--- src/spp_params.svh ---
/*
  Constants for the serial peripheral port: bit positions, reset values, timing counts.
  Assumes inclusion by the package and by design files of this block only.
*/
`ifndef SPP_PARAMS_SVH
`define SPP_PARAMS_SVH

`define SPP_CTRL_MODE_BIT 0
`define SPP_FMT_PHASE_BIT 16
`define SPP_FMT_POL_BIT 17
`define SPP_FMT_PS_LSB 8
`define SPP_FMT_PS_MSB 15
`define SPP_WORD_BITS 16
`define SPP_CTRL_RESET 32'h00000000
`define SPP_FMT_RESET 32'h00000000
`define SPP_CLK_PERIOD_PS 4000
`define SPP_MIN_SCLK_PS 25000
`define SPP_MIN_SCLK_CYC ((`SPP_MIN_SCLK_PS + `SPP_CLK_PERIOD_PS - 1) / `SPP_CLK_PERIOD_PS)
`define SPP_BUF_DEPTH 2

`endif

--- src/spp_pkg.sv ---
/*
  Types shared by the serial peripheral port.
  Assumes spp_params.svh is on the include path.
*/
`include "spp_params.svh"

package spp_pkg;
  // Received or transmitted word
  typedef logic [`SPP_WORD_BITS-1:0] spp_word_type;

  // Status sent out of the port
  typedef struct packed {
    logic frame_active;
    logic word_valid;
    logic period_error;
  } spp_status_type;

  typedef enum logic [1:0] {
    SPP_IDLE,
    SPP_SHIFT,
    SPP_DONE
  } spp_state_type;
endpackage

--- src/spp_buffer.sv ---
/*
  Two-entry valid/ready buffer carrying received words to the user.
  Assumes one clock and an active-high asynchronous reset.
*/
`timescale 1ns/1ps
`include "spp_params.svh"

module spp_buffer (
  input wire logic clk_i,
  input wire logic rst_i,
  input wire spp_pkg::spp_word_type in_data_i,
  input wire logic in_valid_i,
  output logic in_ready_o,
  output spp_pkg::spp_word_type out_data_o,
  output logic out_valid_o,
  input wire logic out_ready_i
);
  import spp_pkg::*;

  spp_word_type mem_q [0:`SPP_BUF_DEPTH-1];
  logic wr_q;
  logic rd_q;
  logic [1:0] count_q;
  logic push;
  logic pop;

  // Handshake terms; full stalls the source
  assign in_ready_o = (count_q != 2'h2);
  assign out_valid_o = (count_q != 2'h0);
  assign out_data_o = mem_q[rd_q];
  assign push = in_valid_i && in_ready_o;
  assign pop = out_valid_o && out_ready_i;

  // Storage write
  always_ff @(posedge clk_i) begin
    if (push) begin
      mem_q[wr_q] <= in_data_i;
    end
  end

  // Pointers and fill count
  always_ff @(posedge clk_i or posedge rst_i) begin
    if (rst_i) begin
      wr_q <= 1'b0;
      rd_q <= 1'b0;
      count_q <= 2'h0;
    end else begin
      if (push) begin
        wr_q <= ~wr_q;
      end
      if (pop) begin
        rd_q <= ~rd_q;
      end
      count_q <= count_q + {1'b0, push} - {1'b0, pop};
    end
  end

  no_overfill_a: assert property (@(posedge clk_i) disable iff (rst_i) count_q <= 2'h2)
    else $error("buffer count above depth");
endmodule // spp_buffer

--- src/spp_port.sv ---
/*
  Serial peripheral port, target mode: host drives clock, select and data in.
  Assumes all serial pins are asynchronous to CLOCK_I and are oversampled;
  the serial clock must be well below a quarter of CLOCK_I.
*/
// Overview of operation
// - Acts as target, drives only data out, while controller-mode bit 0 is clear.
// - Format bit 16 picks clock phase 0 or phase 1.
// - Format bit 17 picks which serial clock edge is active.
// - Serial clock period at least prescale+1, or two, subsystem clocks and 25 ns.
// - Data out changes after rising edge at polarity 0, falling at polarity 1.
`timescale 1ns/1ps
`include "spp_params.svh"

module spp_port (
  input wire logic CLOCK_I,
  input wire logic SYS_RST_I,
  input wire logic [31:0] GLOBAL_CONTROL_REG_I,
  input wire logic [31:0] FORMAT_REG_I,
  input wire logic SERIAL_CLOCK_IN_I,
  input wire logic CHIP_SELECT_N_I,
  input wire logic HOST_OUT_DATA_I,
  output logic DEVICE_OUT_DATA_O,
  output logic DEVICE_OUT_DATA_OE_O,
  input wire spp_pkg::spp_word_type TX_WORD_I,
  output logic TX_TAKEN_O,
  output spp_pkg::spp_word_type RX_WORD_O,
  output logic RX_VALID_O,
  input wire logic RX_READY_I,
  output spp_pkg::spp_status_type STATUS_O
);
  import spp_pkg::*;

  logic [2:0] sclk_q;
  logic [2:0] cs_q;
  logic [1:0] mosi_q;
  logic target_mode;
  logic phase;
  logic pol;
  logic sclk_rise;
  logic sclk_fall;
  logic lead_edge;
  logic trail_edge;
  logic sample_edge;
  logic shift_edge;
  logic shift_now;
  logic tx_msb;
  logic cs_active;
  logic [4:0] bit_cnt_q;
  spp_word_type rx_sh_q;
  spp_word_type tx_sh_q;
  spp_state_type state_q;
  logic push_q;
  spp_word_type push_word_q;
  logic buf_ready;
  spp_word_type buf_data;
  logic buf_valid;
  logic [8:0] per_cnt_q;
  logic [8:0] min_per;
  logic per_err_q;
  logic out_q;
  logic oe_q;
  logic taken_q;
  logic rx_valid_q;
  spp_word_type rx_word_q;

  // Least serial period in system clocks for the given prescale
  function automatic logic [8:0] min_period(input logic [7:0] ps);
    logic [8:0] p;
    p = (ps == 8'h00) ? 9'h002 : ({1'b0, ps} + 9'h001);
    if (p < 9'(`SPP_MIN_SCLK_CYC)) begin
      p = 9'(`SPP_MIN_SCLK_CYC);
    end
    return p;
  endfunction

  assign target_mode = ~GLOBAL_CONTROL_REG_I[`SPP_CTRL_MODE_BIT];
  assign phase = FORMAT_REG_I[`SPP_FMT_PHASE_BIT];
  assign pol = FORMAT_REG_I[`SPP_FMT_POL_BIT];
  assign min_per = min_period(FORMAT_REG_I[`SPP_FMT_PS_MSB:`SPP_FMT_PS_LSB]);

  // Pin synchronisers; edge logic reads only stages 1 and 2
  always_ff @(posedge CLOCK_I or posedge SYS_RST_I) begin
    if (SYS_RST_I) begin
      sclk_q <= 3'h0;
      cs_q <= 3'h7;
      mosi_q <= 2'h0;
    end else begin
      sclk_q <= {sclk_q[1:0], SERIAL_CLOCK_IN_I};
      cs_q <= {cs_q[1:0], CHIP_SELECT_N_I};
      mosi_q <= {mosi_q[0], HOST_OUT_DATA_I};
    end
  end

  // Leading edge is rising at polarity 0, falling at polarity 1
  assign sclk_rise = sclk_q[1] & ~sclk_q[2];
  assign sclk_fall = ~sclk_q[1] & sclk_q[2];
  assign lead_edge = pol ? sclk_fall : sclk_rise;
  assign trail_edge = pol ? sclk_rise : sclk_fall;
  // Data moves on the leading edge and is taken on the trailing one, either phase
  assign sample_edge = trail_edge;
  assign shift_edge = lead_edge;
  assign cs_active = ~cs_q[2] & target_mode;
  // Phase 1 shows the first bit at select, so its first leading edge holds
  assign shift_now = (state_q == SPP_SHIFT) && cs_active && shift_edge &&
    (!phase || bit_cnt_q != 5'h00);
  assign tx_msb = TX_WORD_I[`SPP_WORD_BITS-1];

  // Frame sequencing and bit counting
  always_ff @(posedge CLOCK_I or posedge SYS_RST_I) begin
    if (SYS_RST_I) begin
      state_q <= SPP_IDLE;
      bit_cnt_q <= 5'h00;
      rx_sh_q <= '0;
      push_q <= 1'b0;
      push_word_q <= '0;
    end else begin
      push_q <= 1'b0;
      case (state_q)
        SPP_IDLE: begin
          bit_cnt_q <= 5'h00;
          if (cs_active) begin
            state_q <= SPP_SHIFT;
          end
        end
        SPP_SHIFT: begin
          if (!cs_active) begin
            state_q <= SPP_IDLE;
            bit_cnt_q <= 5'h00;
          end else if (sample_edge) begin
            rx_sh_q <= {rx_sh_q[`SPP_WORD_BITS-2:0], mosi_q[1]};
            bit_cnt_q <= bit_cnt_q + 5'h01;
            if (bit_cnt_q == 5'(`SPP_WORD_BITS - 1)) begin
              push_q <= 1'b1;
              push_word_q <= {rx_sh_q[`SPP_WORD_BITS-2:0], mosi_q[1]};
              state_q <= SPP_DONE;
            end
          end
        end
        SPP_DONE: begin
          // Extra clocks ignored until select rises again
          if (!cs_active) begin
            state_q <= SPP_IDLE;
            bit_cnt_q <= 5'h00;
          end
        end
        default: state_q <= SPP_IDLE;
      endcase
    end
  end

  // Transmit shifter; word is latched at frame start, MSB first
  always_ff @(posedge CLOCK_I or posedge SYS_RST_I) begin
    if (SYS_RST_I) begin
      tx_sh_q <= '0;
      out_q <= 1'b0;
      taken_q <= 1'b0;
    end else begin
      taken_q <= 1'b0;
      if (state_q == SPP_IDLE && cs_active) begin
        // Phase 0 keeps data low until the first leading edge
        tx_sh_q <= phase ? {TX_WORD_I[`SPP_WORD_BITS-2:0], 1'b0} : TX_WORD_I;
        out_q <= phase & tx_msb;
        taken_q <= 1'b1;
      end else if (shift_now) begin
        out_q <= tx_sh_q[`SPP_WORD_BITS-1];
        tx_sh_q <= {tx_sh_q[`SPP_WORD_BITS-2:0], 1'b0};
      end
    end
  end

  // Drive data out only while selected in target mode
  always_ff @(posedge CLOCK_I or posedge SYS_RST_I) begin
    if (SYS_RST_I) begin
      oe_q <= 1'b0;
    end else begin
      oe_q <= cs_active;
    end
  end

  // Serial period check against the prescale limit
  always_ff @(posedge CLOCK_I or posedge SYS_RST_I) begin
    if (SYS_RST_I) begin
      per_cnt_q <= 9'h000;
      per_err_q <= 1'b0;
    end else if (!cs_active) begin
      per_cnt_q <= 9'h000;
      per_err_q <= 1'b0;
    end else if (lead_edge) begin
      if (bit_cnt_q != 5'h00 && per_cnt_q < min_per - 9'h001) begin
        per_err_q <= 1'b1;
      end
      per_cnt_q <= 9'h000;
    end else if (per_cnt_q != 9'h1FF) begin
      per_cnt_q <= per_cnt_q + 9'h001;
    end
  end

  // Receive buffer absorbs user stalls; a fourth unread word is dropped
  spp_buffer u_buf (
    .clk_i(CLOCK_I),
    .rst_i(SYS_RST_I),
    .in_data_i(push_word_q),
    .in_valid_i(push_q),
    .in_ready_o(buf_ready),
    .out_data_o(buf_data),
    .out_valid_o(buf_valid),
    .out_ready_i(!rx_valid_q || RX_READY_I)
  );

  // Output register stage; valid never waits on ready, so a waiting user cannot lock it
  always_ff @(posedge CLOCK_I or posedge SYS_RST_I) begin
    if (SYS_RST_I) begin
      rx_valid_q <= 1'b0;
      rx_word_q <= '0;
    end else if (!rx_valid_q || RX_READY_I) begin
      rx_valid_q <= buf_valid;
      rx_word_q <= buf_data;
    end
  end

  assign DEVICE_OUT_DATA_O = out_q;
  assign DEVICE_OUT_DATA_OE_O = oe_q;
  assign TX_TAKEN_O = taken_q;
  assign RX_WORD_O = rx_word_q;
  assign RX_VALID_O = rx_valid_q;
  assign STATUS_O = '{frame_active: oe_q, word_valid: rx_valid_q, period_error: per_err_q};

  oe_follows_mode_a: assert property (@(posedge CLOCK_I) disable iff (SYS_RST_I)
    !target_mode |=> !DEVICE_OUT_DATA_OE_O) else $error("output driven in controller mode");
  cnt_clear_a: assert property (@(posedge CLOCK_I) disable iff (SYS_RST_I)
    !cs_active && state_q != SPP_IDLE |=> bit_cnt_q == 5'h00) else $error("count not cleared");
  word_push_a: assert property (@(posedge CLOCK_I) disable iff (SYS_RST_I)
    state_q == SPP_SHIFT && cs_active && sample_edge && bit_cnt_q == 5'h0F |=> push_q)
    else $error("word not pushed");
  out_edge_a: assert property (@(posedge CLOCK_I) disable iff (SYS_RST_I)
    $changed(out_q) && $past(state_q) == SPP_SHIFT
    |-> ($past(pol) && $past(sclk_fall)) || (!$past(pol) && $past(sclk_rise)))
    else $error("data out moved off its edge");
  phase_edge_a: assert property (@(posedge CLOCK_I) disable iff (SYS_RST_I)
    state_q == SPP_IDLE && cs_active |=> out_q == ($past(phase) && $past(tx_msb)))
    else $error("first data bit wrong for phase");
  pol_edge_a: assert property (@(posedge CLOCK_I) disable iff (SYS_RST_I)
    pol && sclk_q[1] && !sclk_q[2] |-> trail_edge) else $error("polarity 1 edge wrong");
  period_flag_a: assert property (@(posedge CLOCK_I) disable iff (SYS_RST_I)
    cs_active && lead_edge && bit_cnt_q != 5'h00 && per_cnt_q < min_per - 9'h001
    |=> per_err_q) else $error("short period not flagged");
  taken_a: assert property (@(posedge CLOCK_I) disable iff (SYS_RST_I)
    state_q == SPP_IDLE && cs_active |=> TX_TAKEN_O) else $error("tx word not taken");
  frame_c: cover property (@(posedge CLOCK_I) disable iff (SYS_RST_I) push_q);
  stall_c: cover property (@(posedge CLOCK_I) disable iff (SYS_RST_I) !buf_ready);
  perr_c: cover property (@(posedge CLOCK_I) disable iff (SYS_RST_I) per_err_q);
endmodule // spp_port
--- config.mk ---
export PLATFORM = sky130hd
export DESIGN_NAME = spp_port
export DESIGN_NICKNAME = d
export VERILOG_FILES = /design/src/spp_pkg.sv /design/src/spp_buffer.sv /design/src/spp_port.sv
export VERILOG_INCLUDE_DIRS = /design/src
export SDC_FILE = /design/constraint.sdc
export NUM_CORES = 1
export LEC_CHECK = 0
export ABC_AREA = 1
export BUFFER_PORTS_ARGS = -buffer_cell sky130_fd_sc_hd__buf_2
export CAP_MARGIN = 10
export CELL_PAD_IN_SITES_DETAIL_PLACEMENT = 1
export CELL_PAD_IN_SITES_GLOBAL_PLACEMENT = 1
export CORE_ASPECT_RATIO = 1.4
export CORE_MARGIN = 10
export CORE_UTILIZATION = 43
export CTS_BUF_LIST = sky130_fd_sc_hd__clkbuf_16
export DETAILED_ROUTE_END_ITERATION = 7
export PLACE_DENSITY_LB_ADDON = 0.1
export SYNTH_ARGS = -nofsm -noshare
export SYNTH_HDL_FRONTEND = slang
export SYNTH_HIERARCHICAL = 1
export SYNTH_SLANG_ARGS = --single-unit
--- constraint.sdc ---
create_clock -name CLOCK_I -period 3.8 [get_ports CLOCK_I]
set_input_delay 0.57 -clock CLOCK_I [delete_from_list [all_inputs] [get_ports CLOCK_I]]
set_output_delay 0.57 -clock CLOCK_I [all_outputs]
set_load 0.1 [all_outputs]
Word level (Yosys, flattened, before mapping)
Memories as Yosys holds them, arrays and structs flattened. A register that Yosys moved wholly into a read port is not among the register bits.
Cells that the tools add are included.
{ "word_totals": {"regBits": 81, "latchBits": 0, "mem_bits_rw": 32, "rom_bits": 0, "input_bits": 86, "out_inout_bits": 23, "elab_cells": 103, "mem_count": 1} }
{ "memory_table": {"columns": ["memory", "depth", "word_bits", "read_ports", "rd_clocked_by_memory_dff", "write_ports", "line", "source"], "rows": [
  ["u_buf.mem_q", 2, 16, 1, 1, 1, "spp_buffer.sv:20", "spp_word_type mem_q [0:`SPP_BUF_DEPTH-1];"]
]} }
{ "classes": {"add_sub_neg": 6, "mul": 0, "div": 0, "n_lt_le_gt_ge": 2, "eq_ne": 12, "shift": 0, "muxes": 32, "bitwise_logic": 10, "n_reduce_logical": 22} }
{ "op_table": {"columns": ["op", "count"], "rows": [
  ["16-bit two-way mux", 3],
  ["9-bit two-way mux", 5],
  ["5-bit two-way mux", 3],
  ["5-bit case mux with 3 select lines", 1],
  ["1-bit two-way mux", 14],
  ["2-bit two-way mux", 5],
  ["8-bit by 1-bit adder with 9-bit output (second input constant)", 1],
  ["9-bit by 1-bit adder with 9-bit output (second input constant)", 1],
  ["9-bit by 3-bit < comparator with 1-bit output (second input constant)", 1],
  ["9-bit < comparator", 1],
  ["9-bit != test (second input constant)", 1],
  ["9-bit by 1-bit subtractor with 9-bit output (second input constant)", 1],
  ["8-bit logical NOT", 1],
  ["2-bit != test (second input constant)", 4],
  ["4-bit AND reduction", 2],
  ["1-bit logical AND", 7],
  ["3-bit by 2-bit != test with 1-bit output (second input constant)", 2],
  ["1-bit NOT", 6],
  ["2-bit case mux with 3 select lines", 1],
  ["3-bit AND reduction", 2],
  ["5-bit by 1-bit adder with 5-bit output (second input constant)", 1],
  ["5-bit by 4-bit == test with 1-bit output (second input constant)", 1],
  ["5-bit nonzero test", 1],
  ["1-bit AND", 4],
  ["12 further kinds", 15]
]} }

Logic depth before layout (Yosys ltp)
Gate-level depths: netlist of run 1.
{ "depth": {"ltp_word": 10, "ltp_mapped": 20, "ltp_nobuf": 20} }

Modules after synthesis
Netlist of run 1, hierarchy kept.
{ "modules_own_cells": {"columns": ["module", "instances", "cells_each", "area_per_inst_um2", "seq_area_each_um2"], "rows": [
  ["spp_port", 1, 521, 4594.4, 2331.0],
  ["spp_buffer", 1, 116, 1431.4, 1061.0]
]} }

Worst setup path after synthesis of run 1
OpenSTA, ideal clock, no wires.
{ "synth_path": {"path_type": "input -> register", "from": "in FORMAT_REG_I[8]", "to": "reg per_err_q", "setup_time_ps": 77, "arrival_ps": 2757, "required_ps": 3723, "slack_ps": 965, "cell_stages": 19, "path_buffers": 0, "cell_sequence": "ha_1 -> nand2_2 -> nor2_4 -> inv_1 -> nand2_2 -> nand2_2 -> nor2_2 -> nand3_2 -> nor2_4 -> nor2_1 -> ha_1 -> nand4_1 -> o21ai_1 -> ha_1 -> a21oi_1 -> o21ai_0 -> nor3_1 -> nand2_1 -> a21oi_1"} }
{ "synth_via": {"elab_chain_cells": 9, "elab_cells_between_ends": 10, "cone_classes": "add/sub (2); order compare (2); eq/ne (1); mux (2); reduce/logical (3)"} }
{ "synth_rtl": {"columns": ["element", "line", "source"], "rows": [
  ["start: declaration", "spp_port.sv:19", "input wire logic [31:0] FORMAT_REG_I,"],
  ["8-bit by 1-bit adder with 9-bit output / 8-bit logical NOT (equally long branches)", "spp_port.sv:70", "p = (ps == 8'h00) ? 9'h002 : ({1'b0, ps} + 9'h001);"],
  ["9-bit two-way mux (*)", "spp_port.sv:70", null],
  ["9-bit by 3-bit < comparator with 1-bit output", "spp_port.sv:71", "if (p < 9'(`SPP_MIN_SCLK_CYC)) begin"],
  ["9-bit two-way mux (*)", "spp_port.sv:71", null],
  ["9-bit by 1-bit subtractor with 9-bit output (*)", "spp_port.sv:190", "if (bit_cnt_q != 5'h00 && per_cnt_q < min_per - 9'h001) begin"],
  ["9-bit < comparator (*)", "spp_port.sv:190", null],
  ["1-bit logical AND (*)", "spp_port.sv:190", null],
  ["2-bit by 1-bit != test with 1-bit output (no source line) (*)", null, null],
  ["2-bit AND reduction (no source line) (*)", null, null],
  ["end signal: assignment", "spp_port.sv:185", "per_err_q <= 1'b0;"],
  ["end signal: assignment", "spp_port.sv:188", "per_err_q <= 1'b0;"],
  ["end signal: assignment", "spp_port.sv:191", "per_err_q <= 1'b1;"],
  ["end: declaration", "spp_port.sv:60", "logic per_err_q;"]
]} }
Every way passes the cells marked *; elsewhere a longest branch is shown, timed or not.
A chain may end at the register's enable or synchronous reset.

Worst setup path in the final report of run 1
{ "layout_path": {"from": "in FORMAT_REG_I[9]", "to": "reg per_err_q"} }
Same word-level chain as after synthesis.

==> out/metrics.csv, run 1 <==
stage,metric,value,unit
hold_path,HP Class,input pin to async pin,
clock_tree,Clock Latency Late Sink,0.41,ns
floorplanning,Die Wd,120,um
synthesis,mux contribution to synthesized area,0.0299,
worst_setup_path,CP Capture Type,flop,
floorplanning,Initial Utilization,0.435,
synthesis,Mapped Avg Cell Area,9.46,um2
clock_tree,CTS resizes,0,
worst_setup_path,FF-to-FF End,push_word_q[4],
synthesis,#FFs+latches synth,129,
synthesis,biggest area consumer among synthesized cells,dfrtp_1,
timing,final setup margin,0.852,ns
clock_tree,CTS tree,yes,
synthesis,"top cells by area, synth","dfrtp_1 39%, edfxtp_1 16%, nand2_1 9.3%, inv_1 4.6%, ha_1 3.7%",
timing,fin crit period,2.95,ns
synthesis,Simple-Gate Fraction of Synth Area,0.213,
global_route,first-pass GRT wire length,22300,um
synthesis,Yosys top cell area share,0.390,
clock_tree,Post-CTS Setup Inserts,0,
synthesis,top_reg_cell synth,dfrtp_1,
cells_and_area,share of layout cells above drive strength 1,0.195,
placed_design,Port-buffer cells,55,
global_route,total gr overflow,0,
run,Max-Cap Viols,0,
floorplanning,num rows,51,
worst_setup_path,Worst Setup EP,per_err_q,
cells_and_area,nets@finish,797,
synthesis,complex-gate fraction of the synthesized area,0.0812,
clock_tree,Worst-path clk slew,0.06,ns
global_route,GRT Overall Usage,0.139,
drt,total number of vias,4399,
cells_and_area,number of inserted diodes,0,
power,Leak,3.24,nW
drt,Initial DRC Count,167,
cells_and_area,Area Growth Syn to Fin,16.9,%
timing,Max Clock Freq,339,MHz
worst_setup_path,r2r startpoint,cs_q[2],
worst_setup_path,Setup crit start kind,input pin,
drt,Vias per Instance,4.94,
power,peak supply drop,0.000322,V
clock_tree,cts hold-fix bufs,0,
timing,"Period Utilization, post-route",0.776,
worst_setup_path,Register-to-Register Setup Slack,1.52,ns
worst_setup_path,crit-path max FO,5,
power,Pwr Density,658,mW/mm2
timing,Slew Limit Fails,0,
clock_tree,Max clock buf depth,2,
timing,worst-margin pin slew,0.844,ns
placed_design,hpwl dp,9220,um
global_route,antenna violations before repair,0,
drt,post-DR wirelength/cell,14.1,um
drt,First-pass DRT Iterations,6,
clock_tree,clock sink total,129,
timing,RSZ-0062 raised after global routing,no,
floorplanning,I/O Pins,109,
timing,final hold viol count,0,
synthesis,cell with the most instances after synthesis,nand2_1,
timing,final setup TNS,0,ns
synthesis,synthesized area,0.00603,mm2
outcome,status,finished clean,
worst_setup_path,Critical path origin,FORMAT_REG_I[9],
placed_design,DP Worst Slack,0.377,ns
synthesis,combinational family with the most area after synthesis,simple AND/OR/NAND/NOR gates,
timing,Clock Skews,0.0104,ns
synthesis,Post-Syn Nets,741,
synthesis,xor-xnor portion of the synthesized cell area,0.00581,
placed_design,GP Congestion,0.773,
cells_and_area,fin area,0.00704,mm2
drt,Final Routed Wirelength,12500,um
drt,DRC Markers,0,
floorplanning,Die Y-Extent,160,um
floorplanning,Core Region,0.0138,mm2
timing,"Setup violations, final",0,
floorplanning,DIE AREA,0.0192,mm2
synthesis,warnings from Yosys,6,
timing,max_slew headroom,0.437,
worst_setup_path,R2R cell count,8,
worst_setup_path,worst path required time,4.13,ns
drt,Final ANT Viol Nets,0,
worst_setup_path,worst setup path class,input pin to flop,
synthesis,"Async S/R FF share, synth",0.752,
power,Tot Pwr,4.63,mW
placed_design,Area after DPL,0.00643,mm2
clock_tree,CTS buffer count,17,
clock_tree,CTS H-Tree Depth,4,
synthesis,top post-synthesis cells by count,"150 x nand2_1, 94 x dfrtp_1, 74 x inv_1",
global_route,largest net degree at the start of global routing,61,
clock_tree,Root Buffer,clkbuf_16,
synthesis,Synth Area in Adders,0.0374,
synthesis,Syn Inst Count,637,
global_route,vias in the first global route,4850,
synthesis,number of synthesized flops with an enable pin,32,
synthesis,register area share after synthesis,0.563,
synthesis,Cell variety after synth,44,
worst_setup_path,data arrival time of the worst path,3.28,ns
==> cell families after synthesis <==
kind of cell / after synthesis
xor+xnor: 4
compound gates: 84
mux: 16
buf+inv: 97
simple gates: 289
flops: 129
fa+ha+maj: 18
==> metrics by stage <==
stage / util / cells / hold slack (ns)
5_1_grt: 0.509 / 891 / 0.0607
2_1_floorplan: - / 637 / 0.331
3_3_place_gp: 0.465 / 858 / 0.335
3_5_place_dp: 0.465 / 858 / 0.337
6_report: 0.509 / 891 / 0.0631
4_1_cts: 0.507 / 890 / 0.0499
==> where the power goes <==
group          internal [mW]  leakage (nW)  switching, mW
sequential              1.57          1.54          0.105
combinational          0.298          1.41           1.05
clock                  0.934         0.285          0.673
total                   2.81          3.24           1.83
==> state kept, by name, summed over array words and instances (netlist names), 2 cells and up <==
signal         flops
u_buf/mem_q       32
RX_WORD_O         16
push_word_q       16
tx_sh_q           16
rx_sh_q           15
per_cnt_q          9
bit_cnt_q          5
cs_q               3
sclk_q             3
mosi_q             2
state_q            2
u_buf/count_q      2
==> worst min path at each step <==
| stage | endpoint | slack (ns) | startpoint | depth (start not counted) |
|---|---|---|---|---|
| CTS | u_buf/count_q[1] | 0.05 | SYS_RST_I | 2 |
| detailed placement | sclk_q[1] | 0.34 | sclk_q[0] | 0 |
| global placement | sclk_q[1] | 0.34 | sclk_q[0] | 0 |
| global route | u_buf/count_q[1] | 0.06 | SYS_RST_I | 2 |
| floorplan | mosi_q[1] | 0.33 | mosi_q[0] | 0 |
| finish | u_buf/count_q[1] | 0.06 | SYS_RST_I | 2 |
==> per-layer routing <==
| metal | vias to the layer above | wire length [um] | GRT usage |
|---|---|---|---|
| met5 | - | 0 | 0 |
| met4 | 0 | 106 | 0.0435 |
| met3 | 7 | 455 | 0.0402 |
| met2 | 61 | 6860 | 0.264 |
| met1 | 2122 | 5100 | 0.141 |
| li1 | 2209 | - | - |
==> critical path, stage by stage <==
cell     delay (ns)
buf_2          0.11
ha_1           0.17
nand2_2        0.10
nor2_4         0.14
nand2_1        0.08
nor2_1         0.21
nor2_2         0.09
nand3_2        0.10
nor2_4         0.05
a21oi_1        0.13
ha_1           0.28
nand4_1        0.16
o21ai_1        0.20
ha_1           0.29
a21oi_1        0.12
o21ai_0        0.09
nor3_1         0.18
nand2_1        0.07
a21oi_1        0.12
==> cell usage in the layout, fill, tap and decap left out, types with 14 or more instances in the layout <==
cell       instances
mux2_2            16
nand2_1          150
edfxtp_1          32
nand3_1           24
o21ai_0           41
a21oi_1           18
dfrtp_1           94
buf_2             55
inv_1             73
clkbuf_16         17
nor3_1            14
ha_1              18
nand4_1           17
nor2_1            59
==> layout make-up <==
class,instances,area (um2)
timing repair buffer,58,323
inverter,76,294
sequential,129,3390
multi-input combinational,411,2210
tap,185,231
clock inverter,15,163
clock buffer,17,425
fill,1623,6800
(Power assumes the default switching activity.)
==> run 2: changes to the inputs <==
--- a/config.mk
+++ b/config.mk
@@ -13,7 +13,7 @@
 export CELL_PAD_IN_SITES_GLOBAL_PLACEMENT = 1
 export CORE_ASPECT_RATIO = 1.4
 export CORE_MARGIN = 10
-export CORE_UTILIZATION = 43
+export CORE_UTILIZATION = 38
 export CTS_BUF_LIST = sky130_fd_sc_hd__clkbuf_16
 export DETAILED_ROUTE_END_ITERATION = 7
 export PLACE_DENSITY_LB_ADDON = 0.1
==> constraint.sdc (replaced) <==
create_clock -name CLOCK_I -period 2.6 [get_ports CLOCK_I]
set_input_delay 0.39 -clock CLOCK_I [delete_from_list [all_inputs] [get_ports CLOCK_I]]
set_output_delay 0.39 -clock CLOCK_I [all_outputs]
set_load 0.1 [all_outputs]
==> run 2 against run 1 <==
Cell count rose by 4.9%; routed wire length increased by 9.5%; combinational power up 50%; first-iteration DRC count is 32% lower; critical path depth grew 1; sequential share of layout area shrank 2.6 points; setup slack worse by 0.69 ns; sequential power up 46%; worst hold slack better by 0.0065 ns; clock power increased by 50%; final area grew 5.6%; clock-buffer cell count is the same.
==> out/metrics.csv, run 2 (synthesis results as in run 1) <==
stage,metric,value,unit,change
cells_and_area,filler cell count,1823,,+12%
global_route,first-pass GRT wire length,23700,um,+6.4%
drt,Vias per Instance,4.90,,-0.65%
worst_setup_path,most frequent CP cell,nor2_4,,
drt,Final Routed Wirelength,13700,um,+9.5%
worst_setup_path,crit-path max FO,5,,unchanged
global_route,antenna violations before repair,0,,unchanged
worst_setup_path,r2r startpoint,bit_cnt_q[0],,
hold_path,HP Class,input pin to flop,,
global_route,total gr overflow,0,,unchanged
floorplanning,I/O Pins,109,,unchanged
cells_and_area,most frequent cells in the layout,"146 x nand2_1, 94 x dfrtp_1, 70 x inv_1",,
floorplanning,Initial Utilization,0.386,,-0.0491
worst_setup_path,Setup crit start kind,input pin,,
placed_design,hpwl dp,10200,um,+10%
drt,total number of vias,4586,,+4.3%
worst_setup_path,worst setup path class,input pin to flop,,
timing,"Period Utilization, post-route",0.939,,
cells_and_area,nets@finish,830,,+4.1%
timing,RSZ-0062 raised after global routing,yes,,
outcome,status,finished clean,,
worst_setup_path,crit path cell chain,buf_6 > ha_4 > nand2_4 > nor2_4 > inv_2 > nand2_2 > nand2_4 > nor2_4 > nand3_2 > nor2_4 > a21oi_2 > ha_2 > nand4_1 > o21ai_1 > ha_1 > nand4_1 > a21oi_1 > nor3_2 > nand2_1 > a21oi_2,,
timing,final setup TNS,0,ns,unchanged
floorplanning,Die Wd,126,um,+5.3%
timing,Max Clock Freq,410,MHz,
drt,Final ANT Viol Nets,0,,unchanged
clock_tree,CTS buffer count,17,,unchanged
run,Max-Cap Viols,0,,unchanged
worst_setup_path,data arrival time of the worst path,2.75,ns,-0.53 ns
clock_tree,CTS H-Tree Depth,4,,unchanged
power,peak supply drop,0.000807,V,+150%
cells_and_area,"commonest non-fill, non-tap cell in the layout",nand2_1,,
cells_and_area,Finished Layout Cells,935,,+4.9%
global_route,GRT Overall Usage,0.134,,-0.00543
timing,Slew Limit Fails,0,,unchanged
power,Pwr Density,929,mW/mm2,+41%
floorplanning,Core Region,0.0156,mm2,+13%
clock_tree,clock sink total,129,,unchanged
cells_and_area,number of inserted diodes,0,,unchanged
global_route,largest net degree at the start of global routing,40,,-34%
worst_setup_path,R2R cell count,10,,+2
worst_setup_path,CP Capture Type,flop,,
cells_and_area,Area Growth Syn to Fin,23.5,%,
clock_tree,Worst-path clk slew,0.06,ns,about the same
timing,Clock Skews,0.00799,ns,-0.00239 ns
cells_and_area,area occupied by multi-input gates,0.00231,mm2,+4.2%
placed_design,Area after DPL,0.00670,mm2,+4.1%
floorplanning,num rows,54,,+5.9%
clock_tree,Root Buffer,clkbuf_16,,
worst_setup_path,Register-to-Register Setup Slack,0.48,ns,-1.04 ns
cells_and_area,Largest Register,u_buf/mem_q,,
cells_and_area,share of layout cells above drive strength 1,0.256,,+0.0603
timing,worst-margin pin slew,0.952,ns,+0.108 ns
timing,final hold viol count,0,,unchanged
worst_setup_path,"Slowest-stage cell, CP",ha_1,,
drt,post-DR wirelength/cell,14.7,um,+4.4%
global_route,vias in the first global route,5067,,+4.5%
worst_setup_path,FF-to-FF End,tx_sh_q[14],,
worst_setup_path,Critical path origin,FORMAT_REG_I[8],,
drt,Initial DRC Count,113,,-32%
placed_design,Port-buffer cells,55,,unchanged
timing,fin crit period,2.44,ns,
drt,First-pass DRT Iterations,4,,-2
worst_setup_path,worst path required time,2.91,ns,-1.22 ns
cells_and_area,max FFs per register,32,,unchanged
power,Leak,3.43,nW,+6.0%
placed_design,dpl cells,900,,+4.9%
floorplanning,Die Y-Extent,169,um,+5.6%
hold_path,Hold Crit Start,CHIP_SELECT_N_I,,
drt,DRC Markers,0,,unchanged
timing,max_slew headroom,0.364,,-0.0728
timing,worst hold margin,0.0696,ns,+0.00654 ns
cells_and_area,register area,0.00339,mm2,unchanged
worst_setup_path,Worst Setup EP,per_err_q,,
clock_tree,Clock Latency Late Sink,0.42,ns,about the same
worst_setup_path,CP peak stage delay,0.34,ns,+0.05 ns
cells_and_area,fin area,0.00744,mm2,+5.6%
clock_tree,CTS tree,yes,,
floorplanning,DIE AREA,0.0214,mm2,+11%
placed_design,GP Congestion,0.800,,+3.5%
clock_tree,Max clock buf depth,2,,unchanged
timing,"Setup violations, final",0,,unchanged
## run 2: cell types whose count changed in the layout (fill, tap and decap cells not counted), moves of 3 or more
| cell | delta |
|---|---|
| a21oi_1 | -4 |
| a21oi_2 | +4 |
| buf_2 | -3 |
| buf_4 | +32 |
| inv_1 | -3 |
| inv_2 | +3 |
| inv_8 | -5 |
| nand2_1 | -4 |
| nor2_1 | -3 |
| nor2_4 | +4 |
## run 2: worst max-delay path, delay by kind of cell
family	cells	cell delay, ns
buffers and inverters	2	0.13
adders and majority gates	3	0.70
AOI/OAI and AO/OA	4	0.43
and+or+nand+nor	11	1.13
## run 2: cell type report
type | instances | area share
clock buffer | 17 | 0.0572
clock inverter | 15 | 0.0244
inverter | 76 | 0.0399
multi-input combinational | 411 | 0.310
sequential | 129 | 0.456
tap | 196 | 0.0330
timing repair buffer | 91 | 0.0795
## run 2: through the flow
| stage | setup slack [ns] | power [mW] | utilization |
|---|---|---|---|
| floorplan | -0.00227 | 4.16 | - |
| finish | 0.160 | 6.91 | 0.477 |
| global placement | -0.349 | 4.46 | 0.429 |
| detailed placement | -0.437 | 4.53 | 0.429 |
| CTS | 0.00865 | 7.00 | 0.469 |
| global route | -0.0834 | 7.28 | 0.477 |
## run 2: where the power goes
part / internal (mW) / switching, mW
combinational: 0.470 / 1.56
sequential: 2.30 / 0.157
clock: 1.52 / 0.908
## run 2: repair_timing
item / in CTS / in global routing
buffers inserted: 0 / 2
endpoints found under the hold margin: 4 / 0
setup endpoints to repair: 0 / 1
gates resized for setup: 0 / 32
hold buffers: 1 / 0
## run 2: worst min path at each step
| stage | endpoint | slack, ns | cells past startpoint |
|---|---|---|---|
| after floorplan | u_buf/count_q[0] | 0.16 | 1 |
| after global placement | u_buf/rd_q | 0.31 | 2 |
| after detailed placement | u_buf/rd_q | 0.32 | 2 |
| after CTS | cs_q[0] | 0.04 | 1 |
| after global routing | cs_q[0] | 0.05 | 1 |
| final | cs_q[0] | 0.07 | 1 |
## run 2: routing by layer
metal / vias to the layer above / part of all wire / GRT usage / wire length [um]
met5: - / 0 / 0 / 0
met4: 0 / 0.019 / 0.0576 / 255
met3: 18 / 0.036 / 0.0400 / 490
met2: 67 / 0.55 / 0.243 / 7490
met1: 2227 / 0.40 / 0.138 / 5490
li1: 2274 / - / - / -
